`config.mk`:
```
export PLATFORM = sky130hd
export DESIGN_NAME = dms_ctrl
export DESIGN_NICKNAME = d
export VERILOG_FILES = /design/src/rtl/dms_pkg.sv /design/src/rtl/dms_ctrl.sv
export VERILOG_INCLUDE_DIRS = /design/src /design/src/rtl
export SDC_FILE = /design/constraint.sdc
export NUM_CORES = 1
export LEC_CHECK = 0
export ABC_AREA = 1
export BUFFER_PORTS_ARGS = -buffer_cell sky130_fd_sc_hd__buf_4
export CORE_ASPECT_RATIO = 0.8
export CORE_MARGIN = 1.5
export CORE_UTILIZATION = 35
export CTS_CLUSTER_DIAMETER = 30
export DETAILED_ROUTE_END_ITERATION = 8
export GPL_ROUTABILITY_DRIVEN = 1
export HOLD_SLACK_MARGIN = 0.05
export PLACE_DENSITY = 0.47
export RECOVER_POWER = 100
export SYNTH_ARGS = -nofsm -noshare
export SYNTH_HDL_FRONTEND = slang
export SYNTH_SLANG_ARGS = --single-unit
```
`constraint.sdc`:
```
create_clock -name aclk -period 8.5 [get_ports aclk]
set_clock_uncertainty 0.15 [all_clocks]
set_input_delay 1.7 -clock aclk [delete_from_list [all_inputs] [get_ports aclk]]
set_output_delay 1.7 -clock aclk [all_outputs]
set_load 0.01 [all_outputs]
```
`src/rtl/dms_defs.svh`:
```
// Function
// RULE_01: start a switch only idle, banks precharged, termination off.
// RULE_02: loop off by writing one to bit 0 of mode register one.
// RULE_03: after loop-off write wait mode-set delay, enter self refresh, wait entry clocks.
// RULE_04: request clock change only during self refresh or precharge power-down.
// RULE_05: hold stable new clock for exit clock interval before self-refresh exit.
// RULE_06: loop-off path keeps enable high, termination low until mode-set delay met.
// RULE_07: after exit delay rewrite latencies, optional long calibration, then mode-set delay; code waits the mode-set delay before the optional calibration.
// RULE_08: loop-on path starts idle with termination off before self refresh entry.
// RULE_09: loop-on path keeps enable high, termination low until lock time elapses.
// RULE_10: after exit delay write zero to bit 0 of mode register one.
// RULE_11: after command interval write one to bit 8 of mode register zero.
// RULE_12: after further interval rewrite mode registers; calibration after mode-set delay.
// RULE_13: wait full lock time, plus calibration time if calibration was issued.
// RULE_14: power-down change keeps termination control low.
// RULE_15: power-down change waits entry interval after enable falls, holds both low.
// RULE_16: power-down exit after stable clock, then exit delay, loop reset, latencies.
// RULE_17: during re-lock keep termination low and enable high until lock time.
// RULE_18: new clock frequency must stay within the speed grade range.
// RULE_19: clock period stays stable except during a permitted change.
// RULE_20: device ignores the clock once in self refresh past entry interval.
// RULE_21: with loop off only CAS latency six and write latency six are needed.
// RULE_22: issue only no-operation or deselect during the self-refresh exit delay.
// RULE_23: each wait is a cycle counter loaded from time over clock period, rounded up.
`ifndef DMS_DEFS_SVH
`define DMS_DEFS_SVH

`define DMS_CLK_PS 25000
`define DMS_CYC(ps) (((ps) + `DMS_CLK_PS - 1) / `DMS_CLK_PS)

// default waits in ps
`define DMS_MOD_PS 360000
`define DMS_MRD_PS 100000
`define DMS_CKSRE_PS 250000
`define DMS_CKSRX_PS 250000
`define DMS_XS_PS 1000000
`define DMS_XP_PS 150000
`define DMS_DLLK_PS 12800000
`define DMS_ZQOPER_PS 12800000

// register byte offsets
`define DMS_CTRL_OFS 12'h000
`define DMS_STAT_OFS 12'h004
`define DMS_MR0_OFS 12'h008
`define DMS_MR1_OFS 12'h00c
`define DMS_MR2_OFS 12'h010
`define DMS_WMOD_OFS 12'h014
`define DMS_WMRD_OFS 12'h018
`define DMS_WSRE_OFS 12'h01c
`define DMS_WSRX_OFS 12'h020
`define DMS_WXS_OFS 12'h024
`define DMS_WXP_OFS 12'h028
`define DMS_WDLLK_OFS 12'h02c
`define DMS_WZQ_OFS 12'h030

// control bits
`define DMS_CTRL_GO 0
`define DMS_CTRL_MODE0 1
`define DMS_CTRL_MODE1 2
`define DMS_CTRL_ZQ 3
`define DMS_CTRL_ODTEN 4

`define DMS_MR1_LOOP_OFF_BIT 0
`define DMS_MR0_LOOP_RST_BIT 8
`define DMS_CL_WL_OFF 4'h6

`endif

```
`src/rtl/dms_pkg.sv`:
```
package dms_pkg;
	typedef enum logic [2:0]
	{
		DMS_CMD_NOP = 3'h0,
		DMS_CMD_MRS = 3'h1,
		DMS_CMD_SRE = 3'h2,
		DMS_CMD_SRX = 3'h3,
		DMS_CMD_PDE = 3'h4,
		DMS_CMD_PDX = 3'h5,
		DMS_CMD_LONG_CALIBRATION_COMMAND = 3'h6
	} dms_cmd_t;

	typedef struct packed
	{
		dms_cmd_t cmd;
		logic [2:0] ba;
		logic [15:0] addr;
		logic cke;
		logic termination_control;
	} dms_dram_t;

	typedef struct packed
	{
		logic busy;
		logic done;
		logic clk_change_ok;
		logic loop_locked;
	} dms_stat_t;
endpackage

```
`src/rtl/dms_ctrl.sv`:
```
// Local design decisions: the placing of the registers and the AXI4-Lite interface to the registers.
`timescale 1ns/1ps
`default_nettype none
`include "dms_defs.svh"

module dms_ctrl
	import dms_pkg::*;
(
	input wire logic aclk,
	input wire logic aresetn,
	input wire logic [11:0] s_awaddr,
	input wire logic s_awvalid,
	output logic s_awready,
	input wire logic [31:0] s_wdata,
	input wire logic [3:0] s_wstrb,
	input wire logic s_wvalid,
	output logic s_wready,
	output logic [1:0] s_bresp,
	output logic s_bvalid,
	input wire logic s_bready,
	input wire logic [11:0] s_araddr,
	input wire logic s_arvalid,
	output logic s_arready,
	output logic [31:0] s_rdata,
	output logic [1:0] s_rresp,
	output logic s_rvalid,
	input wire logic s_rready,
	input wire logic clk_stable,
	output dms_dram_t dram_r,
	output logic clk_change_ok_r
);

	// ********************************
	// states
	// ********************************
	typedef enum logic [12:0]
	{
		ST_IDLE = 13'h0001,
		ST_MR1 = 13'h0002,
		ST_WMOD = 13'h0004,
		ST_ENTER = 13'h0008,
		ST_WENT = 13'h0010,
		ST_CHANGE = 13'h0020,
		ST_EXIT = 13'h0040,
		ST_WEXIT = 13'h0080,
		ST_LOOPON = 13'h0100,
		ST_LOOPRST = 13'h0200,
		ST_MRS = 13'h0400,
		ST_ZQ = 13'h0800,
		ST_FINAL = 13'h1000
	} dms_st_t;

	dms_st_t st_r;
	logic [31:0] ctrl_r;
	logic [15:0] mr0_r, mr1_r, mr2_r;
	logic [31:0] wait_r [0:7];
	logic [31:0] cnt_r;
	logic [31:0] lock_r;
	logic [1:0] mrs_idx_r;
	logic [1:0] mode_r;
	logic zq_r, odt_en_r, done_r;
	logic wr_go;

	function automatic logic [31:0] dms_init(input logic [2:0] i);
		unique case (i)
			3'd0: dms_init = 32'(`DMS_CYC(`DMS_MOD_PS));
			3'd1: dms_init = 32'(`DMS_CYC(`DMS_MRD_PS));
			3'd2: dms_init = 32'(`DMS_CYC(`DMS_CKSRE_PS));
			3'd3: dms_init = 32'(`DMS_CYC(`DMS_CKSRX_PS));
			3'd4: dms_init = 32'(`DMS_CYC(`DMS_XS_PS));
			3'd5: dms_init = 32'(`DMS_CYC(`DMS_XP_PS));
			3'd6: dms_init = 32'(`DMS_CYC(`DMS_DLLK_PS));
			default: dms_init = 32'(`DMS_CYC(`DMS_ZQOPER_PS));
		endcase
	endfunction

	function automatic logic [2:0] dms_widx(input logic [11:0] a);
		dms_widx = 3'((a - `DMS_WMOD_OFS) >> 2);
	endfunction

	function automatic logic dms_is_wait(input logic [11:0] a);
		dms_is_wait = (a >= `DMS_WMOD_OFS) && (a <= `DMS_WZQ_OFS)
			&& (a[1:0] == 2'b00);
	endfunction

	// ********************************
	// axi4-lite write
	// ********************************
	logic aw_have_r, w_have_r;
	logic [11:0] awaddr_r;
	logic [31:0] wdata_r;

	always_ff @(posedge aclk)
	begin
		if (!aresetn)
		begin
			aw_have_r <= 1'b0;
			w_have_r <= 1'b0;
			awaddr_r <= 12'h000;
			wdata_r <= 32'h0;
			s_awready <= 1'b0;
			s_wready <= 1'b0;
			s_bvalid <= 1'b0;
			s_bresp <= 2'b00;
		end
		else
		begin
			s_awready <= !aw_have_r && !s_awready && !s_bvalid;
			s_wready <= !w_have_r && !s_wready && !s_bvalid;
			if (s_awvalid && s_awready)
			begin
				aw_have_r <= 1'b1;
				awaddr_r <= s_awaddr;
				s_awready <= 1'b0;
			end
			if (s_wvalid && s_wready)
			begin
				w_have_r <= 1'b1;
				wdata_r <= s_wdata;
				s_wready <= 1'b0;
			end
			if (aw_have_r && w_have_r && !s_bvalid)
			begin
				s_bvalid <= 1'b1;
				s_bresp <= (awaddr_r <= `DMS_WZQ_OFS && awaddr_r[1:0] == 2'b00)
					? 2'b00 : 2'b10;
				aw_have_r <= 1'b0;
				w_have_r <= 1'b0;
			end
			if (s_bvalid && s_bready)
				s_bvalid <= 1'b0;
		end
	end

	assign wr_go = aw_have_r && w_have_r && !s_bvalid;

	// ********************************
	// registers
	// ********************************
	// mode, calibration and termination-enable bits are latched at go; mode register and wait writes mid-run still reach the sequence
	always_ff @(posedge aclk)
	begin
		if (!aresetn)
		begin
			ctrl_r <= 32'h0;
			mr0_r <= 16'h0000;
			mr1_r <= 16'h0000;
			mr2_r <= 16'h0000;
			for (int i = 0; i < 8; i++)
				wait_r[i] <= dms_init(3'(i));
		end
		else if (wr_go)
		begin
			unique case (awaddr_r)
				`DMS_CTRL_OFS: ctrl_r <= wdata_r;
				`DMS_MR0_OFS: mr0_r <= wdata_r[15:0];
				`DMS_MR1_OFS: mr1_r <= wdata_r[15:0];
				`DMS_MR2_OFS: mr2_r <= wdata_r[15:0];
				default:
					if (dms_is_wait(awaddr_r))
						wait_r[dms_widx(awaddr_r)] <= (wdata_r == 32'h0)
							? 32'h1 : wdata_r; // RULE_23
			endcase
		end
		else if (ctrl_r[`DMS_CTRL_GO])
			ctrl_r[`DMS_CTRL_GO] <= 1'b0;
	end

	// ********************************
	// axi4-lite read
	// ********************************
	always_ff @(posedge aclk)
	begin
		if (!aresetn)
		begin
			s_arready <= 1'b0;
			s_rvalid <= 1'b0;
			s_rdata <= 32'h0;
			s_rresp <= 2'b00;
		end
		else
		begin
			s_arready <= !s_rvalid && !s_arready;
			if (s_arvalid && s_arready)
			begin
				s_arready <= 1'b0;
				s_rvalid <= 1'b1;
				s_rresp <= 2'b00;
				unique case (s_araddr)
					`DMS_CTRL_OFS: s_rdata <= ctrl_r;
					`DMS_STAT_OFS: s_rdata <= {28'h0, st_r != ST_IDLE, done_r,
						clk_change_ok_r, lock_r == 32'h0};
					`DMS_MR0_OFS: s_rdata <= {16'h0, mr0_r};
					`DMS_MR1_OFS: s_rdata <= {16'h0, mr1_r};
					`DMS_MR2_OFS: s_rdata <= {16'h0, mr2_r};
					default:
						if (dms_is_wait(s_araddr))
							s_rdata <= wait_r[dms_widx(s_araddr)];
						else
						begin
							s_rdata <= 32'h0;
							s_rresp <= 2'b10;
						end
				endcase
			end
			if (s_rvalid && s_rready)
				s_rvalid <= 1'b0;
		end
	end

	// ********************************
	// sequencer
	// ********************************
	// mode: 0 loop off, 1 loop on, 2 power-down clock change
	always_ff @(posedge aclk)
	begin
		if (!aresetn)
		begin
			st_r <= ST_IDLE;
			cnt_r <= 32'h0;
			mode_r <= 2'b00;
			zq_r <= 1'b0;
			odt_en_r <= 1'b0;
			done_r <= 1'b0;
			mrs_idx_r <= 2'b00;
			clk_change_ok_r <= 1'b0;
			dram_r <= '{cmd: DMS_CMD_NOP, ba: 3'h0, addr: 16'h0000,
				cke: 1'b1, termination_control: 1'b0};
		end
		else
		begin
			dram_r.cmd <= DMS_CMD_NOP;
			if (cnt_r != 32'h0)
				cnt_r <= cnt_r - 32'h1;
			unique case (st_r)
				ST_IDLE:
					if (ctrl_r[`DMS_CTRL_GO])
					begin
						// software guarantees idle banks before go
						mode_r <= ctrl_r[`DMS_CTRL_MODE1:`DMS_CTRL_MODE0]; // RULE_01
						zq_r <= ctrl_r[`DMS_CTRL_ZQ];
						odt_en_r <= ctrl_r[`DMS_CTRL_ODTEN];
						done_r <= 1'b0;
						mrs_idx_r <= 2'd0;
						dram_r.termination_control <= 1'b0; // RULE_08
						st_r <= (ctrl_r[`DMS_CTRL_MODE1:`DMS_CTRL_MODE0] == 2'd0)
							? ST_MR1 : ST_ENTER;
					end
				ST_MR1:
				begin
					dram_r.cmd <= DMS_CMD_MRS;
					dram_r.ba <= 3'h1;
					dram_r.addr <= mr1_r | 16'h0001; // RULE_02
					cnt_r <= wait_r[0];
					st_r <= ST_WMOD;
				end
				ST_WMOD:
					if (cnt_r <= 32'h1)
						st_r <= ST_ENTER; // RULE_03
				ST_ENTER:
				begin
					dram_r.cmd <= (mode_r == 2'd2) ? DMS_CMD_PDE : DMS_CMD_SRE;
					dram_r.cke <= 1'b0;
					dram_r.termination_control <= 1'b0; // RULE_14
					cnt_r <= wait_r[2];
					st_r <= ST_WENT;
				end
				ST_WENT:
					if (cnt_r <= 32'h1)
					begin
						clk_change_ok_r <= 1'b1; // RULE_04 RULE_15 RULE_19
						st_r <= ST_CHANGE;
					end
				ST_CHANGE:
				begin
					// software retunes the clock, then raises clk_stable
					// limitation: new clock range is the clock source's duty
					if (!clk_stable) // RULE_18
						cnt_r <= wait_r[3];
					else if (cnt_r <= 32'h1)
					begin
						clk_change_ok_r <= 1'b0;
						st_r <= ST_EXIT; // RULE_05 RULE_16
					end
				end
				ST_EXIT:
				begin
					dram_r.cmd <= (mode_r == 2'd2) ? DMS_CMD_PDX : DMS_CMD_SRX;
					dram_r.cke <= 1'b1; // RULE_06 RULE_09 RULE_17
					cnt_r <= (mode_r == 2'd2) ? wait_r[5] : wait_r[4];
					st_r <= ST_WEXIT;
				end
				ST_WEXIT:
					if (cnt_r <= 32'h1)
						st_r <= (mode_r == 2'd0) ? ST_MRS : ((mode_r == 2'd1)
							? ST_LOOPON : ST_LOOPRST); // RULE_22
				ST_LOOPON:
					if (cnt_r <= 32'h1)
					begin
						dram_r.cmd <= DMS_CMD_MRS;
						dram_r.ba <= 3'h1;
						dram_r.addr <= mr1_r & 16'hfffe; // RULE_10
						cnt_r <= wait_r[1];
						st_r <= ST_LOOPRST;
					end
				ST_LOOPRST:
					if (cnt_r <= 32'h1)
					begin
						dram_r.cmd <= DMS_CMD_MRS;
						dram_r.ba <= 3'h0;
						dram_r.addr <= mr0_r | 16'h0100; // RULE_11
						cnt_r <= wait_r[1];
						mrs_idx_r <= 2'd0;
						st_r <= ST_MRS;
					end
				ST_MRS:
					if (cnt_r <= 32'h1)
					begin
						// order: mr2, mr1, mr0 then mode-set delay
						dram_r.cmd <= DMS_CMD_MRS;
						unique case (mrs_idx_r)
							2'd0:
							begin
								dram_r.ba <= 3'h2;
								dram_r.addr <= mr2_r;
							end
							2'd1:
							begin
								dram_r.ba <= 3'h1;
								dram_r.addr <= (mode_r == 2'd0) ? (mr1_r | 16'h0001)
									: (mr1_r & 16'hfffe);
							end
							default:
							begin
								dram_r.ba <= 3'h0;
								dram_r.addr <= mr0_r & 16'hfeff;
							end
						endcase
						cnt_r <= (mrs_idx_r == 2'd2) ? wait_r[0] : wait_r[1];
						mrs_idx_r <= mrs_idx_r + 2'd1;
						if (mrs_idx_r == 2'd2)
							st_r <= ST_ZQ; // RULE_07 RULE_12
					end
				ST_ZQ:
					if (cnt_r <= 32'h1)
					begin
						if (zq_r)
						begin
							dram_r.cmd <= DMS_CMD_LONG_CALIBRATION_COMMAND;
							dram_r.addr <= 16'h0400;
							cnt_r <= wait_r[7]; // RULE_13
						end
						st_r <= ST_FINAL;
					end
				ST_FINAL:
					if (cnt_r <= 32'h1 && lock_r <= 32'h1)
					begin
						done_r <= 1'b1; // RULE_13
						st_r <= ST_IDLE;
					end
				default: st_r <= ST_IDLE;
			endcase
		end
	end

	// ********************************
	// lock timer
	// ********************************
	always_ff @(posedge aclk)
	begin
		if (!aresetn)
			lock_r <= 32'h0;
		else if (st_r == ST_LOOPRST && cnt_r <= 32'h1)
			lock_r <= wait_r[6]; // RULE_09 RULE_13
		else if (lock_r != 32'h0)
			lock_r <= lock_r - 32'h1;
	end

endmodule
`default_nettype wire

```
=== Word level (Yosys, flattened, before mapping) ===
Memories as Yosys holds them, arrays and structs flattened.
Index checks and enable logic that the tools add are counted.

* Add/sub/neg operators: 5
* Bitwise operators: 1
* $lt $le $gt $ge: 6
* Mux-type cells: 75
* Equality and inequality tests: 38
* Reductions and logical operators: 68

{| class="wikitable"
|+ Operator list
! operator !! number
|-
| $mux 32 || 19
|-
| $pmux 32 s7 || 1
|-
| $pmux 13 s13 || 1
|-
| $pmux 32 s5 || 1
|-
| $mux 13 || 12
|-
| $pmux 16 s5 || 1
|-
| $le 32x1->1 const B || 2
|-
| $logic_not 32->1 || 2
|-
| $reduce_bool 32->1 || 2
|-
| $sub 32x1->32 const B || 2
|-
| $mux 20 || 3
|-
| $eq 12x4->1 const B || 4
|-
| $pmux 18 s2 || 1
|-
| $mux 16 || 2
|-
| $reduce_or 32->1 || 1
|-
| $ne 2x2->1 const B || 13
|-
| $eq 12x5->1 const B || 2
|-
| $ge 12x5->1 const B || 2
|-
| $le 12x6->1 const B || 2
|-
| $logic_not 12->1 || 2
|-
| $pmux 3 s7 || 1
|-
| $logic_and 1x1->1 || 19
|-
| $mux 3 || 5
|-
| $reduce_and 2->1 || 7
|-
| other kinds (41) || 86
|}

* Memory bits (writable): 256
* Logic and storage cells: 224
* Memories kept: 1
* Input port bits: 68
* Register bits after elaboration: 275

{| class="wikitable"
|+ Memories
! memory !! words !! width !! rd ports !! clocked after Yosys merged registers in !! write ports !! line !! text
|-
| wait_r || 8 || 32 || 9 || 0 || 8 || dms_ctrl.sv:56 || <nowiki>logic [31:0] wait_r [0:7];</nowiki>
|}

=== Longest topological paths before layout ===
* Word-level depth: 10
* Mapped depth: 17
* Depth with buffers taken out: 16

=== Least setup slack after synthesis ===
No wires, ideal clock.

* Path kind: in2reg
* Start: in s_araddr[2]
* End: reg s_rdata[15]
* Data required time: 8.241 ns
* Setup slack: 4.430 ns
* Setup time: 0.109 ns
* Data arrival time: 3.811 ns
* Path buffers: 5
* Stages: 16
* Cells stage by stage: buf_2 -> inv_1 -> buf_2 -> buf_1 -> ha_1 -> clkbuf_1 -> buf_1 -> nand3_1 -> o21ai_0 -> nand2_1 -> nand2_1 -> nor2_1 -> a21oi_1 -> o211ai_1 -> nand2_1 -> inv_1

* Cells in the longest elaborated chain, start to end: 5

{| class="wikitable"
|+ RTL lines
! what !! line !! text
|-
| start: declaration || dms_ctrl.sv:21 || <nowiki>input wire logic [11:0] s_araddr,</nowiki>
|-
| parallel branches: the longest is 4 deep, another holds $mem_v2 8x32 || -- ||
|-
| $pmux 32 s5 * || dms_ctrl.sv:189 || <nowiki>unique case (s_araddr)</nowiki>
|-
| end signal: assignment || dms_ctrl.sv:190 || <nowiki>`DMS_CTRL_OFS: s_rdata <= ctrl_r;</nowiki>
|-
| end signal: assignment || dms_ctrl.sv:191 || <nowiki>`DMS_STAT_OFS: s_rdata <= {28'h0, st_r != ST_IDLE, done_r,</nowiki>
|-
| end signal: assignment || dms_ctrl.sv:198 || <nowiki>s_rdata <= wait_r[dms_widx(s_araddr)];</nowiki>
|-
| end: declaration || dms_ctrl.sv:24 || <nowiki>output logic [31:0] s_rdata,</nowiki>
|}

Every way passes the cells marked *.
A chain may end at the register's enable or synchronous reset.

=== Worst setup path after layout ===
* Start: in s_araddr[2]
* End: reg s_rdata[26]

The elaborated chain is that of the path after synthesis.

==> impl_metrics.csv <==
group,metric,value,unit
status,outcome,"finished, violations left",
status,failed_checks,"capacitance limit, slew limit",
finish,fin_util,42.2,%
floorplanning,fp.coreArea,82000,µm²
logic_synthesis,synth.distinct_cells,59,
logic_synthesis,seq_area_frac_synth,45.4,%
sta,slew-limit-headroom,-138,%
cts,cts_tree,"built",
flow_run,drv_cap,19,
logic_synthesis,syn_inst,3956,
route,ant_nets,0,
logic_synthesis,syn_area,28900,µm²
min_path,hp-class,"reg -> reg",
pwr,p_leak,0.0140,µW
sta,setup_viol,0,
floorplanning,rows,94,
placement,place.gp.congestion,0.892,
cts,clockBufferDepth,3,
sta,tightest_slew,3570,ps
global_routing,grt_pass1_wl,175000,µm
route,drtIter0Drc,2882,
cts,cts_inserted_buffers,132,
logic_synthesis,ys_top_cells_by_area,"edfxtp_1 (27%), dfxtp_1 (19%), nand2_1 (11%)",
critical_path,end_kind,"register",
placement,portBuffers,125,
sta,period_needed,6960,ps
sta,max_freq,144,MHz
logic_synthesis,synthTopCellsByCount,"nand2_1 (856), nor2_1 (692), o21ai_0 (403), a21oi_1 (373), inv_1 (337)",
cts,cts_root_buffer,"clkbuf_16",
logic_synthesis,avgSynthCellArea,7.31,µm²
floorplanning,start_util,35.3,%
finish,drive_above_1_share,9.25,%
cts,htreeDepth,4,
logic_synthesis,synth_top_area_share,26.6,%
finish,area_delta_synth_final,19.6,%
cts,post_cts_buffers,0,
floorplanning,die_area,84300,µm²
global_routing,grt_overflow,0,
critical_path,slowest_delay,1830,ps
sta,min_period_over_period,81.9,%
floorplanning,pin_count,134,
route,remaining_drc_errors,0,
cts,cts.reportedPaths.clkPinSlew,40,ps
sta,drv_slew,687,
route,wl_per_cell,23.1,µm
sta,rsz0062_at_grt,"no",
floorplanning,die_w,324,µm
finish,final_nets,4134,
pwr,ir_drop,0.152,mV
route,vias,28000,
logic_synthesis,synth.most_common_cell,"nand2_1",
critical_path,crit_top_cell,"buf_4",
critical_path,cp_max_fo,54,
logic_synthesis,ys.warnings.count,0,
critical_path,worstPathRequired,8940,ps
logic_synthesis,ys_async_sr_fraction,0,%
critical_path,worst_ep_arrival_time,7400,ps
logic_synthesis,synth_ff_type,"dfxtp_1",
critical_path,crit_slowest_cell,"clkinvlp_2",
route,firstDrtPassIters,6,
logic_synthesis,synth-seq-cells,527,
logic_synthesis,synth_edf_count,256,
critical_path,path_cells,"buf_4 > inv_4 > ha_2 > buf_4 > clkinvlp_2 > buf_4 > a21oi_1 > a22oi_1 > o21ai_0 > nor2_1 > a21oi_1 > nor2_1",
critical_path,cp-start-kind,"input port",
global_routing,grt_max_degree,106,
critical_path,critPathKind,"in -> reg",
placement,place_ws,2420,ps
cts,clock-sinks,527,
pwr,p_per_area,316,nW/µm²
logic_synthesis,yosys.area.top_type,"edfxtp_1",
sta,fin_setup_tns,0,ps
sta,finalHoldViolCount,0,
global_routing,track_usage,28.2,%
sta,setup_slack,1540,ps
cts,clk_latency,720,ps
cts,cts_resized,0,
route,viasPerCell,5.33,
route,routed_wl,122000,µm
global_routing,grt_pass1_vias,25700,
global_routing,grt_antenna_before_repair,1,
cts,hold_buffers,0,
floorplanning,die_height,260,µm
placement,dp_hpwl,80500,µm
routing by layer:
layer | share of wire (%) | routed length [µm] | global-route usage (%)
met1 | 46 | 56400 | 40.8
met2 | 43 | 51700 | 41.9
met3 | 8.0 | 9750 | 5.12
met4 | 3.0 | 3700 | 10.0
met5 | 0 | 0 | 0
state kept, by name (all words and copies together) (netlist names), 12 cells and up:
name      flops
mr1_r        16
mr2_r        16
awaddr_r     12
s_rdata      32
cnt_r        32
ctrl_r       32
wait_r      256
wdata_r      32
lock_r       32
dram_r       22
st_r         13
mr0_r        16
cell families after synthesis:
| family | share of synthesized area (%) |
|---|---|
| buffers and inverters | 8.93 |
| and+or+nand+nor | 26.8 |
| AOI/OAI and AO/OA | 16.7 |
| other | 0.0130 |
| adders and majority gates | 0.822 |
| muxes | 0.277 |
| xor gates and xnor gates | 1.03 |
| DFF | 45.4 |
stage by stage:
stage	instance area, µm²	hold WS [ps]	total power, µW	cells
after floorplan	28900	251	5000	3959
after detailed placement	30600	260	5940	5017
after CTS	35000	268	11000	5257
after global routing	34600	299	11400	5257
after global placement	30600	261	5930	5017
final	34600	264	10900	5258
critical path: cells and delay by family:
kind / cells / cell delay [ps]
compound gates: 4 / 1110
simple gates: 2 / 160
buf+inv: 5 / 3940
fa+ha+maj: 1 / 430
power by group:
part | leakage (µW) | switching [µW] | internal [µW]
sequential | 0.00479 | 207 | 2880
combinational | 0.00704 | 2040 | 790
clock | 0.00218 | 1620 | 3390
cell usage in the layout, fill, tap and decap left out, drive strengths merged, types with 10 or more instances in the layout:
| cell type | synthesis | layout |
|---|---|---|
| dfxtp | 271 | 271 |
| xor2 | 21 | 21 |
| a22oi | 28 | 28 |
| clkinv | 39 | 78 |
| nand3 | 167 | 167 |
| a211oi | 15 | 15 |
| nor3 | 18 | 18 |
| edfxtp | 256 | 256 |
| a21oi | 375 | 375 |
| nor2 | 721 | 721 |
| buf | 94 | 92 |
| nand2 | 871 | 871 |
| ha | 19 | 19 |
| clkbuf | 123 | 253 |
| o211ai | 16 | 16 |
| inv | 353 | 364 |
| bufinv | 0 | 10 |
| xnor2 | 13 | 13 |
| o22ai | 16 | 16 |
| nand4 | 53 | 53 |
| o21ai | 427 | 427 |
worst paths after layout:
| check | start | end | slack [ps] | depth (start not counted) |
|---|---|---|---|---|
| worst max register to register | awaddr_r[2]$_SDFFE_PN0P_ | wait_r[1][3]$_SDFFCE_PN0P_ | 1770 | 11 |
| worst min-delay path | aw_have_r$_SDFFE_PP0P_ | s_awready$_SDFF_PP0_ | 260 | 1 |
| worst max-delay path | s_araddr[2] | s_rdata[26]$_SDFFE_PN0P_ | 1540 | 12 |
| worst min register to register | aw_have_r$_SDFFE_PP0P_ | s_awready$_SDFF_PP0_ | 260 | 1 |
area by class of cell:
| cell class | count | area (µm²) |
|---|---|---|
| well taps | 1104 | 1380 |
| inverters | 392 | 1480 |
| multi-input cells | 2823 | 13200 |
| fillers | 8527 | 47400 |
| diodes | 1 | 2.50 |
| clock buffers | 174 | 3750 |
| clock inverters | 66 | 696 |
| flip-flops and latches | 527 | 13100 |
| repair buffers | 171 | 998 |
(Power assumes the default switching activity.)
